--- config.mk ---
export PLATFORM = sky130hd
export DESIGN_NAME = image_sensor_control_pins
export DESIGN_NICKNAME = d
export VERILOG_FILES = /design/src/hw/image_sensor_control_pins.v /design/src/hw/sync2.v
export VERILOG_INCLUDE_DIRS = /design/src /design/src/include
export SDC_FILE = /design/constraint.sdc
export NUM_CORES = 1
export LEC_CHECK = 0
export BUFFER_PORTS_ARGS = -buffer_cell sky130_fd_sc_hd__buf_2
export CAP_MARGIN = 10
export CORE_MARGIN = 1.5
export CORE_UTILIZATION = 50
export CTS_CLUSTER_SIZE = 12
export DETAILED_ROUTE_END_ITERATION = 10
export PLACE_DENSITY = 0.73
export SYNTH_ARGS = -nofsm -noshare
export SYNTH_HDL_FRONTEND = slang
export SYNTH_SLANG_ARGS = --single-unit
--- constraint.sdc ---
create_clock -name clk -period 6.6 [get_ports clk]
set_input_delay 0.66 -clock clk [delete_from_list [all_inputs] [get_ports clk]]
set_output_delay 0.66 -clock clk [all_outputs]
set_load 0.02 [all_outputs]
--- src/include/sensor_pins_defs.vh ---
// constants for the sensor pin-level control and readout block
`ifndef SENSOR_PINS_DEFS_VH
`define SENSOR_PINS_DEFS_VH
`define PIX_W            10
`define PARAM_WORD_W     16
`define PARAM_ADDR_W     4
`define PARAM_DATA_W     12
`define PARAM_REGS       16
`define CFG_RESET_VAL    12'h000
`define CONV_LATENCY     2
`define ADDR_LINE_LEN    4'h0
`define ADDR_LINE_COUNT  4'h1
`define ADDR_SYNC_DELAY  4'h2
`define ADDR_CONV_SEL    4'h3
`define DFLT_LINE_LEN    12'h010
`define DFLT_LINE_COUNT  12'h008
`define DFLT_SYNC_DELAY  12'h028
`endif

--- src/hw/image_sensor_control_pins.v ---
// sensor digital control: parameter upload, sequencer, converter pipeline
// Contract
// (RULE1) on register load clock rising edge, parameter bus goes into addressed register
// (RULE2) pixel rate set by pixel-rate clock; one pixel per clock cycle (code steps one pixel per converter sample tick instead)
// (RULE3) active-high global reset clears whole internal state
// (RULE4) global reset returns every configuration register to all zero
// (RULE5) controller should run clock and pulse reset after power-up
// (RULE6) column shift registers defined only after first column sync
// (RULE7) end-of-line pulse at each line close; usable as line-advance
// (RULE8) end-of-frame pulse at each frame close; usable as frame-begin
// (RULE9) pixel-valid high exactly while pixel data is read out
// (RULE10) pixel word is 10 bits, bit 9 most significant
// (RULE11) unused debug scan inputs held low, observe output left floating
// (RULE12) internal converter clock is half pixel clock, sampling on falling edge
// (RULE13) converter latency is two converter clock cycles
// (RULE14) parameter words 16 bits, rising shift clock, address first, msb first
// (RULE15) controller resets before upload and keeps pulses synchronous
`include "sensor_pins_defs.vh"
module image_sensor_control_pins
#(
    parameter LINE_W  = 12,
    parameter DELAY_W = 12
)
(
    // clocking
    input  wire                 clk,
    input  wire                 ce,
    input  wire                 reset,
    // parameter upload pins
    input  wire                 param_shift_clock,
    input  wire                 param_shift_data,
    input  wire                 register_load_clock,
    // readout control pins
    input  wire                 line_advance_in,
    input  wire                 frame_begin_in,
    input  wire                 converter_clock_in,
    // debug scan pins
    input  wire                 debug_scan_reset,
    input  wire                 debug_scan_clock,
    input  wire                 debug_scan_serial_in,
    output reg                  debug_scan_observe_out,
    // analog front end sample in
    input  wire [`PIX_W-1:0]    analog_sample,
    // readout outputs
    output reg  [`PIX_W-1:0]    pixel_data,
    output reg                  line_end_flag,
    output reg                  frame_end_flag,
    output reg                  pixel_window_valid,
    output reg                  column_sync_done
);
    // pins are asynchronous to clk, so each is synchronised first
    wire s_sclk, s_sdat, s_load, s_line, s_frame, s_cclk, s_bsr, s_bsc, s_bsd;
    sync2 u_sclk  (.clk(clk), .ce(ce), .reset(reset), .pin(param_shift_clock),
                   .sync_out(s_sclk));
    sync2 u_sdat  (.clk(clk), .ce(ce), .reset(reset), .pin(param_shift_data),
                   .sync_out(s_sdat));
    sync2 u_load  (.clk(clk), .ce(ce), .reset(reset), .pin(register_load_clock),
                   .sync_out(s_load));
    sync2 u_line  (.clk(clk), .ce(ce), .reset(reset), .pin(line_advance_in),
                   .sync_out(s_line));
    sync2 u_frame (.clk(clk), .ce(ce), .reset(reset), .pin(frame_begin_in),
                   .sync_out(s_frame));
    sync2 u_cclk  (.clk(clk), .ce(ce), .reset(reset), .pin(converter_clock_in),
                   .sync_out(s_cclk));
    sync2 u_bsr   (.clk(clk), .ce(ce), .reset(reset), .pin(debug_scan_reset),
                   .sync_out(s_bsr));
    sync2 u_bsc   (.clk(clk), .ce(ce), .reset(reset), .pin(debug_scan_clock),
                   .sync_out(s_bsc));
    sync2 u_bsd   (.clk(clk), .ce(ce), .reset(reset), .pin(debug_scan_serial_in),
                   .sync_out(s_bsd));

    // edge detectors read only the second synchroniser stage
    reg p_sclk, p_load, p_line, p_frame, p_cclk, p_bsc;
    wire sclk_rise  = s_sclk & ~p_sclk;
    wire load_rise  = s_load & ~p_load;
    wire line_rise  = s_line & ~p_line;
    wire frame_rise = s_frame & ~p_frame;
    wire cclk_fall  = ~s_cclk & p_cclk;
    wire bsc_rise   = s_bsc & ~p_bsc;

    // parameter shifter and register file
    reg [`PARAM_WORD_W-1:0] shifter;
    reg [`PARAM_DATA_W-1:0] cfg [0:`PARAM_REGS-1];
    integer i;

    // sequencer state
    localparam ST_IDLE = 2'b00;
    localparam ST_SYNC = 2'b01;
    localparam ST_READ = 2'b10;
    localparam ST_WAIT = 2'b11;
    reg [1:0]        state;
    reg [LINE_W-1:0] col;
    reg [LINE_W-1:0] row;
    reg [DELAY_W-1:0] delay_cnt;

    // converter clock and pipeline
    reg              half_clk;
    reg [`PIX_W-1:0] pipe [0:`CONV_LATENCY-1];
    reg [`CONV_LATENCY-1:0] valid_pipe;
    reg [`CONV_LATENCY-1:0] last_pipe;
    reg [`CONV_LATENCY-1:0] flast_pipe;
    reg [`PARAM_WORD_W-1:0] scan_chain;

    wire ext_sel = cfg[`ADDR_CONV_SEL][0];
    // internal clock toggles every pixel clock, so it falls every second one
    wire sample  = ext_sel ? cclk_fall : half_clk; // see (RULE12)
    wire line_last  = (col == cfg[`ADDR_LINE_LEN][LINE_W-1:0]);
    wire frame_last = (row == cfg[`ADDR_LINE_COUNT][LINE_W-1:0]);
    wire reading    = (state == ST_READ);

    always @(posedge clk)
    begin
        if (reset) // see (RULE3)
        begin
            p_sclk <= 1'b0;
            p_load <= 1'b0;
            p_line <= 1'b0;
            p_frame <= 1'b0;
            p_cclk <= 1'b0;
            p_bsc <= 1'b0;
            shifter <= 16'h0000;
            for (i = 0; i < `PARAM_REGS; i = i + 1)
                cfg[i] <= `CFG_RESET_VAL; // see (RULE4)
            state <= ST_IDLE;
            col <= {LINE_W{1'b0}};
            row <= {LINE_W{1'b0}};
            delay_cnt <= {DELAY_W{1'b0}};
            half_clk <= 1'b0;
            pipe[0] <= 10'h000;
            pipe[1] <= 10'h000;
            valid_pipe <= 2'h0;
            last_pipe <= 2'h0;
            flast_pipe <= 2'h0;
            scan_chain <= 16'h0000;
            pixel_data <= 10'h000;
            line_end_flag <= 1'b0;
            frame_end_flag <= 1'b0;
            pixel_window_valid <= 1'b0;
            column_sync_done <= 1'b0;
            debug_scan_observe_out <= 1'b0;
        end
        else if (ce)
        begin
            p_sclk <= s_sclk;
            p_load <= s_load;
            p_line <= s_line;
            p_frame <= s_frame;
            p_cclk <= s_cclk;
            p_bsc <= s_bsc;
            if (sclk_rise)
                shifter <= {shifter[`PARAM_WORD_W-2:0], s_sdat}; // see (RULE14)
            if (load_rise) // see (RULE1)
                cfg[shifter[`PARAM_WORD_W-1:`PARAM_DATA_W]] <=
                    shifter[`PARAM_DATA_W-1:0];
            half_clk <= ~half_clk;
            line_end_flag <= 1'b0;
            frame_end_flag <= 1'b0;
            case (state)
                ST_IDLE:
                begin
                    if (frame_rise)
                    begin
                        row <= {LINE_W{1'b0}};
                        state <= ST_WAIT;
                    end
                end
                ST_WAIT:
                begin
                    if (line_rise)
                    begin
                        delay_cnt <= {DELAY_W{1'b0}};
                        state <= ST_SYNC;
                    end
                    else if (frame_rise)
                        row <= {LINE_W{1'b0}};
                end
                ST_SYNC:
                begin
                    // column sync lags the line pulse by a programmed delay
                    delay_cnt <= delay_cnt + 1'b1;
                    if (delay_cnt >= cfg[`ADDR_SYNC_DELAY][DELAY_W-1:0])
                    begin
                        column_sync_done <= 1'b1; // see (RULE6)
                        col <= {LINE_W{1'b0}};
                        state <= ST_READ;
                    end
                end
                ST_READ:
                begin
                    // one converter serves every column, so columns step on sample ticks;
                    // a tick that skipped a column would also lose its line end
                    if (sample)
                    begin
                        col <= col + 1'b1; // see (RULE2)
                        if (line_last)
                        begin
                            row <= row + 1'b1;
                            state <= frame_last ? ST_IDLE : ST_WAIT;
                        end
                    end
                end
                default:
                    state <= ST_IDLE;
            endcase
            // converter pipeline: data lags sampling by two sample clocks
            if (sample) // see (RULE13)
            begin
                pipe[0] <= analog_sample;
                pipe[1] <= pipe[0];
                valid_pipe <= {valid_pipe[0], reading};
                last_pipe <= {last_pipe[0], reading & line_last};
                flast_pipe <= {flast_pipe[0], reading & line_last & frame_last};
                pixel_data <= pipe[1]; // see (RULE10)
                pixel_window_valid <= valid_pipe[1]; // see (RULE9)
                line_end_flag <= last_pipe[1]; // see (RULE7)
                frame_end_flag <= flast_pipe[1]; // see (RULE8)
            end
            // debug scan chain shifts the serial scan input; floating when unused is host's concern
            if (s_bsr)
                scan_chain <= 16'h0000;
            else if (bsc_rise)
                scan_chain <= {scan_chain[`PARAM_WORD_W-2:0], s_bsd};
            debug_scan_observe_out <= scan_chain[`PARAM_WORD_W-1];
        end
    end
endmodule

--- src/hw/sync2.v ---
// two-flop synchroniser for one pin
module sync2
(
    input  wire clk,
    input  wire ce,
    input  wire reset,
    input  wire pin,
    output reg  sync_out
);
    reg stage1;
    always @(posedge clk)
    begin
        if (reset)
        begin
            stage1   <= 1'b0;
            sync_out <= 1'b0;
        end
        else if (ce)
        begin
            stage1   <= pin;
            sync_out <= stage1;
        end
    end
endmodule

==> impl_metrics.yaml, run 1 <==
global_route:
  antenna_found_initial: 0
  grt_pass1_vias: 5150
  grt_use_total_pct: 19.67
  grt_max_degree: 59
  grt_pass1_wl_um: 24650
  grt_overflow: 0
placement:
  detailedPlace.worstSlack_ns: 3.090
  gp_congestion: 0.8906
  port_buffers: 36
  place_inst: 938
  place.detailed.hpwl_um: 10050
sta:
  slew_headroom_pct: 25.43
  hold_violations: 0
  final-setup-viol-count: 0
  tightest_slew_ns: 1.111
  rsz0062_at_grt: "no"
  fin_crit_sh_pct: 48.05
  clock-skew-final_ns: 0.007166
  maxSlewViolCount: 0
  max_freq_mhz: 315.3
  period_minus_slack_ns: 3.171
  fin_setup_tns_ns: 0
  setup_ws_ns: 3.429
clock_network:
  cts_root_buf: "clkbuf_16"
  cts_hold_buffers: 0
  clock_latency_ns: 0.43
  clock_sinks: 173
  post_cts.repair.setup_buffers: 0
  clkTransAtPathRegs_ns: 0.07
  post_cts_resize_count: 0
  cts_buffer_depth: 2
  numCtsBuffers: 17
  cts_tree: "built"
  htreeDepth: 4
yosys:
  ys.warnings.count: 0
  synth_compound_area_share_pct: 10.42
  postSynthCellCount: 746
  async_reset_ff_share_pct: 0
  synth_fa_ha_area_share_pct: 2.538
  yosys.area_share.simple_pct: 21.13
  yosysTopAreaCell: "dfxtp_1"
  synth_xor_area_share_pct: 4.619
  synthesis.area_mm2: 0.007396
  muxShareOfSynthArea_pct: 3.806
  synthFlopType: "dfxtp_1"
  syn_area_per_cell_um2: 9.914
  synthesis.nets: 783
  ys_seq_area_share_pct: 54.54
  synthTopCellsByArea: "dfxtp_1 31%, edfxtp_1 23%, and2_1 4.9%"
  synth_top_family_by_area: "simple AND/OR/NAND/NOR gates"
  yosys_register_bits: 173
  synth_edf_count: 57
  synth_cell_types: 62
  yosysTopAreaCellShare_pct: 31.40
layout:
  n_fill_cell: 1188
  antenna_cells: 0
  final_cells: 970
  final_cell_mix: "116 x dfxtp_1, 96 x nand2_1, 77 x nor2_1"
  layout_commonest_cell: "dfxtp_1"
  fin_util_pct: 57.11
  drive_above_1_share_pct: 11.20
  areaGrowthSynthToFinish_pct: 11.81
  nets: 810
routing:
  num_vias: 5362
  ant_nets: 0
  drtPass1Iterations: 5
  drc_errors: 0
  drt_iter0_drc: 343
  vias_per_cell: 5.528
  wl_um: 14890
  wire_per_inst_um: 15.35
setup_path:
  arrival_ns: 3.52
  regToRegSetupSlack_ns: 3.79
  crit_required_ns: 6.95
  cp-end-kind: "flop"
  start_kind: "primary input"
  crit_fanout: 41
  path_class: "in2reg"
floorplan:
  dieArea_mm2: 0.01553
  start_util_pct: 51.08
  die_w_um: 124.6
  core_mm2: 0.01448
  pin_count: 37
  dieHeight_um: 124.6
  rows: 44
worst_hold_path:
  min_path_type: "reg2reg"
status:
  outcome: "finished, final reports clean"
pwr:
  power.density_mw_per_mm2: 278.3
  ir_worst_vdd_uv: 231.2
  finalPower_mw: 2.302
  leakagePower_nw: 3.177
flow_run:
  maxCapViolCount: 0
==> stage by stage <==
step           hold WS, ns  instance area [µm²]
6_report            0.4540                 8269
5_1_grt             0.4710                 8269
4_1_cts             0.4517                 8269
3_5_place_dp        0.4412                 7705
3_3_place_gp        0.4332                 7705
2_1_floorplan       0.4154                 7396
==> registers in the layout, summed over array words and instances, names as in the netlist, 2 cells and up <==
| name | flops |
|---|---|
| cfg | 37 |
| pipe | 20 |
| scan_chain | 16 |
| shifter | 16 |
| col | 12 |
| delay_cnt | 12 |
| row | 12 |
| pixel_data | 10 |
| flast_pipe | 2 |
| last_pipe | 2 |
| state | 2 |
| valid_pipe | 2 |
==> logic make-up after synthesis <==
family,count (synthesis)
simple gates,315
flops,173
compound gates,122
buf+inv,54
xor+xnor,39
mux,28
fa+ha+maj,15
==> synth_stat cells, types with 13 or more instances <==
cell type / instances
inv_1: 19
xnor2_1: 16
ha_1: 15
clkbuf_1: 27
nand3_1: 16
nand2_1: 96
mux2i_1: 27
dfxtp_1: 116
o21ai_0: 13
edfxtp_1: 57
and2_1: 58
nor2_1: 77
xor2_1: 23
a22oi_1: 17
a21oi_1: 54
==> layout make-up <==
type	instances	area [µm²]	share of cell area [%]
sequential	173	4034	48.78
multi-input combinational	519	3144	38.02
clock buffer	18	439.2	5.311
tap	184	230.2	2.784
timing repair buffer	41	217.7	2.633
clock inverter	14	125.1	1.513
inverter	21	78.83	0.9532
==> worst paths after layout <==
check / start / end / cells after the start
hold / removal: last_pipe[0]$_SDFFE_PP0P_ / last_pipe[0]$_SDFFE_PP0P_ / 2
setup / recovery: ce / row[11]$_SDFFE_PP0P_ / 8
setup reg to reg: cfg[3][0]$_SDFFCE_PN0P_ / row[11]$_SDFFE_PP0P_ / 6
hold reg to reg: last_pipe[0]$_SDFFE_PP0P_ / last_pipe[0]$_SDFFE_PP0P_ / 2
==> worst max-delay path, cell delays in order <==
cell and delay, ns:
buf_2 0.08, buf_4 0.47, inv_2 0.23, a21oi_2 0.57, a32o_1 0.28, o21ai_1 0.39
nor4_1 0.55, mux2i_1 0.24
==> metal layers <==
| metal | up-vias | share of wire [%] | global-route usage, % | wire length, µm |
|---|---|---|---|---|
| met1 | 2537 | 45 | 24.53 | 6638 |
| li1 | 2653 | - | - | - |
| met4 | 0 | 2.2 | 7.302 | 334 |
| met5 | - | 0 | 0 | 0 |
| met3 | 30 | 4.9 | 5.498 | 730 |
| met2 | 142 | 48 | 32.58 | 7182 |
==> power by group <==
part,internal (mW),switching (mW),leakage [nW]
clock,0.506,0.445,0.284
combinational,0.0621,0.125,1.39
sequential,1.13,0.0310,1.51
Power figures use the tool's default switching activity.
==> run 2, diff against run 1 <==
--- a/config.mk
+++ b/config.mk
@@ -12,7 +12,7 @@
 export CORE_UTILIZATION = 50
 export CTS_CLUSTER_SIZE = 12
 export DETAILED_ROUTE_END_ITERATION = 10
-export PLACE_DENSITY = 0.73
+export PLACE_DENSITY = 0.76
 export SYNTH_ARGS = -nofsm -noshare
 export SYNTH_HDL_FRONTEND = slang
 export SYNTH_SLANG_ARGS = --single-unit
==> constraint.sdc (replaced) <==
create_clock -name clk -period 2.62 [get_ports clk]
set_input_delay 0.262 -clock clk [delete_from_list [all_inputs] [get_ports clk]]
set_output_delay 0.262 -clock clk [all_outputs]
set_load 0.02 [all_outputs]
==> impl_metrics.yaml, run 2 (synthesized netlist as in run 1, its figures left out) <==
routing:
  num_vias: 5284
  wire_per_inst_um: 14.23
  wl_um: 13990
  drt_iter0_drc: 386
  drtPass1Iterations: 4
  ant_nets: 0
  drc_errors: 0
  vias_per_cell: 5.375
status:
  outcome: "finished, final reports clean"
flow_run:
  maxCapViolCount: 0
layout:
  largest_register_ffs: 37
  antenna_cells: 0
  drive_above_1_share_pct: 12.64
  nets: 823
  top_register: "cfg"
  largestRegisters: "cfg (37), pipe (20)"
  final_cell_mix: "116 x dfxtp_1, 96 x nand2_1, 77 x nor2_1"
  areaGrowthSynthToFinish_pct: 13.57
  final_cells: 983
  n_fill_cell: 1228
  layout_commonest_cell: "dfxtp_1"
global_route:
  antenna_found_initial: 0
  grt_overflow: 0
  grt_max_degree: 56
  grt_pass1_wl_um: 23810
  grt_pass1_vias: 4892
  grt_use_total_pct: 18.89
floorplan:
  pin_count: 37
  start_util_pct: 51.08
  dieArea_mm2: 0.01553
  rows: 44
  die_w_um: 124.6
  dieHeight_um: 124.6
  core_mm2: 0.01448
clock_network:
  clock_latency_ns: 0.42
  post_cts.repair.setup_buffers: 0
  post_cts_resize_count: 0
  clock_sinks: 173
  cts_tree: "built"
  cts_hold_buffers: 0
  cts_root_buf: "clkbuf_16"
  cts_buffer_depth: 2
  numCtsBuffers: 17
  htreeDepth: 4
  clkTransAtPathRegs_ns: 0.07
setup_path:
  arrival_ns: 2.65
  slowest_delay_ns: 0.42
  reg2reg_depth: 8
  crit_family: "compound AO/OA/AOI/OAI gates"
  crit_required_ns: 2.93
  slowest_stage: "a2111oi_0"
  regToRegSetupSlack_ns: 0.27
  start_kind: "flop"
  crit_buf_inv: 1
  path_class: "reg2reg"
  path_depth: 8
  cp_cell_sequence: "inv_1 > ha_1 > nand2b_1 > a2111oi_0 > o32a_1 > nand2_1 > nand3_1 > mux2_2"
  crit_fanout: 5
  cp-end-kind: "flop"
sta:
  final-setup-viol-count: 0
  tightest_slew_ns: 1.063
  max_freq_mhz: 426.2
  period_minus_slack_ns: 2.346
  maxSlewViolCount: 0
  fin_setup_tns_ns: 0
  slew_headroom_pct: 28.65
  fin_crit_sh_pct: 89.54
  rsz0062_at_grt: "no"
  hold_violations: 0
  clock-skew-final_ns: 0.005970
placement:
  port_buffers: 36
  place_inst: 951
  place.detailed.hpwl_um: 9555
  gp_congestion: 0.8598
pwr:
  power.density_mw_per_mm2: 704.3
  p_clk_share_pct: 42.3
  leakagePower_nw: 3.259
  combPwrFrac_pct: 8.5
  switching_share_pct: 24.97
  intPower_mw: 4.438
  seq_power_share_pct: 49.2
  power.switching_mw: 1.477
  ir_worst_vdd_uv: 508.0
worst_hold_path:
  hold_path_depth: 3
  min_path_type: "in2reg"
-- run 2: cell type report --
| class | instances | area (µm²) | share of cell area, % |
|---|---|---|---|
| Multi-Input combinational cell | 519 | 3144 | 37.43 |
| Sequential cell | 173 | 4034 | 48.03 |
| Timing Repair Buffer | 54 | 317.8 | 3.784 |
| Inverter | 21 | 78.83 | 0.9385 |
| Clock inverter | 14 | 143.9 | 1.713 |
| Tap cell | 184 | 230.2 | 2.741 |
| Clock buffer | 18 | 450.4 | 5.363 |
-- run 2: final timing paths --
path	start	end
setup / recovery	delay_cnt[0]$_SDFFE_PP0P_	col[10]$_SDFFE_PP0P_
hold / removal	param_shift_clock	u_sclk.stage1$_SDFFE_PP0P_
hold reg to reg	last_pipe[0]$_SDFFE_PP0P_	last_pipe[0]$_SDFFE_PP0P_
setup reg to reg	delay_cnt[0]$_SDFFE_PP0P_	col[10]$_SDFFE_PP0P_
-- run 2: tightest hold or removal path, cell delays in order --
cell	delay, ns
buf_2	0.08
mux2i_1	0.05
nor2_1	0.07
-- run 2: per-layer routing --
metal  vias to the layer above  part of all wire [%]  wire length [µm]  global-route usage [%]
li1                       2689                     -                 -                       -
met1                      2442                    48              6708                   25.50
met2                       132                    45              6351                   29.77
met3                        21                   5.0               705                   4.510
met4                         0                   1.6               221                   6.694
met5                         -                     0                 0                       0
-- run 2: power by group through the flow --
stage	sequential (mW)	combinational, mW	clock (mW)
final	2.91	0.502	2.50
after global routing	2.92	0.557	2.66
after CTS	2.91	0.500	2.55
after detailed placement	2.97	0.498	0
after global placement	2.97	0.485	0
after floorplan	2.95	0.379	0
-- run 2: stage by stage --
stage	instance area [µm²]	power (mW)	setup WS, ns	util, %	hold WS (ns)
floorplan	7396	3.330	0.3783	-	0.4092
finish	8399	5.916	0.2739	58.01	0.07474
global route	8399	6.140	0.06585	58.01	0.06202
detailed placement	7805	3.466	0.2707	53.91	0.4378
global placement	7805	3.450	0.3424	53.91	0.4257
CTS	8399	5.957	0.2559	58.01	0.06056
==> run 3, diff against run 2 <==
--- a/config.mk
+++ b/config.mk
@@ -13,6 +13,7 @@
 export CTS_CLUSTER_SIZE = 12
 export DETAILED_ROUTE_END_ITERATION = 10
 export PLACE_DENSITY = 0.76
+export RECOVER_POWER = 50
 export SYNTH_ARGS = -nofsm -noshare
 export SYNTH_HDL_FRONTEND = slang
 export SYNTH_SLANG_ARGS = --single-unit
==> impl_metrics.yaml, run 3 (synthesized netlist as in run 1, its figures left out) <==
status:
  outcome: "finished, final reports clean"
floorplan:
  dieArea_mm2: 0.01553
  rows: 44
  core_mm2: 0.01448
  die_w_um: 124.6
  start_util_pct: 51.08
  dieHeight_um: 124.6
  pin_count: 37
sta:
  hold_violations: 0
  period_minus_slack_ns: 2.384
  fin_crit_sh_pct: 90.99
  tightest_slew_ns: 1.049
  clock-skew-final_ns: 0.006504
  rsz0062_at_grt: "no"
  slew_headroom_pct: 30.06
  maxSlewViolCount: 0
  max_freq_mhz: 419.5
  final-setup-viol-count: 0
  fin_setup_tns_ns: 0
layout:
  areaGrowthSynthToFinish_pct: 13.08
  drive_above_1_share_pct: 10.26
  final_cell_mix: "116 x dfxtp_1, 96 x nand2_1, 77 x nor2_1"
  multiInputGateArea_mm2: 0.003144
  final_cells: 983
  largest_register_ffs: 37
  largestRegisters: "cfg (37), pipe (20)"
  top_register: "cfg"
  n_fill_cell: 1239
  antenna_cells: 0
  area.sequential_mm2: 0.004034
  layout_commonest_cell: "dfxtp_1"
  nets: 823
clock_network:
  clkTransAtPathRegs_ns: 0.07
  htreeDepth: 4
  cts_buffer_depth: 2
  cts_hold_buffers: 0
  clock_sinks: 173
  cts_tree: "built"
  post_cts.repair.setup_buffers: 0
  post_cts_resize_count: 0
  cts_root_buf: "clkbuf_16"
  clock_latency_ns: 0.42
  numCtsBuffers: 17
setup_path:
  crit_buf_inv: 3
  path_class: "in2reg"
  crit_path_start: "reset"
  path_common_cell: "clkbuf_2"
  slowest_stage: "clkbuf_2"
  start_kind: "primary input"
  r2r_start: "delay_cnt[0]$_SDFFE_PP0P_"
  cp-end-kind: "flop"
  crit_fanout: 55
  cp_cell_sequence: "buf_4 > clkbuf_2 > clkbuf_2 > or2_2"
  arrival_ns: 2.49
  crit_family: "buffers and inverters"
  crit_required_ns: 2.72
  slowest_delay_ns: 0.94
routing:
  drc_errors: 0
  wl_um: 13920
  num_vias: 5271
  drtPass1Iterations: 4
  ant_nets: 0
  vias_per_cell: 5.362
  wire_per_inst_um: 14.16
  drt_iter0_drc: 425
placement:
  place.detailed.hpwl_um: 9555
  place_inst: 951
  port_buffers: 36
  gp_congestion: 0.8598
global_route:
  grt_max_degree: 56
  grt_pass1_wl_um: 23810
  grt_overflow: 0
  grt_use_total_pct: 18.89
  antenna_found_initial: 0
  grt_pass1_vias: 4892
pwr:
  ir_worst_vdd_uv: 506.8
  power.density_mw_per_mm2: 706.5
  leakagePower_nw: 3.175
worst_hold_path:
  min_path_type: "in2reg"
  hp-start: "param_shift_clock"
flow_run:
  maxCapViolCount: 0
==> run 3: area by class of cell <==
type	instances	area share (%)
well taps	184	2.753
clock inverters	14	1.721
clock buffers	18	5.386
multi-input cells	519	37.60
repair buffers	54	3.366
inverters	21	0.9425
flip-flops and latches	173	48.23
==> run 3: final timing paths <==
kind                            slack (ns)  cells past startpoint                          to
worst max-delay path                  0.24                      4     cfg[0][8]$_SDFFCE_PN0P_
worst min register to register        0.44                      2   last_pipe[0]$_SDFFE_PP0P_
worst min-delay path                  0.07                      3  u_sclk.stage1$_SDFFE_PP0P_
worst max register to register        0.28                      8        col[10]$_SDFFE_PP0P_
==> run 3: worst register-to-register path, delay by kind of cell, from the launching register on <==
family / cells / cell delay [ns]
AOI/OAI and AO/OA: 2 / 0.72
and+or+nand+nor: 3 / 0.43
DFF: 1 / 0.38
muxes: 1 / 0.33
adders and majority gates: 1 / 0.29
buffers and inverters: 1 / 0.09
==> run 3: power breakdown <==
group	total (mW)	internal (mW)	switching [mW]
Combinational	0.493	0.173	0.319
Sequential	2.91	2.85	0.0595
Clock	2.51	1.41	1.10
==> run 3: metal layers <==
layer / track usage [%] / vias to the layer above / share of wire [%]
li1: - / 2690 / -
met1: 25.50 / 2433 / 48
met2: 29.77 / 130 / 46
met3: 4.510 / 18 / 4.8
met4: 6.694 / 0 / 1.5
met5: 0 / - / 0
==> run 3: through the flow <==
step	util, %	area (µm²)	power [mW]	setup WS (ns)	hold slack [ns]
floorplan	-	7396	3.330	0.3783	0.4092
global placement	53.91	7805	3.450	0.3424	0.4257
detailed placement	53.91	7805	3.466	0.2707	0.4378
CTS	58.01	8399	5.957	0.2559	0.06056
global route	57.76	8363	6.132	0.05260	0.06202
finish	57.76	8363	5.909	0.2361	0.07485
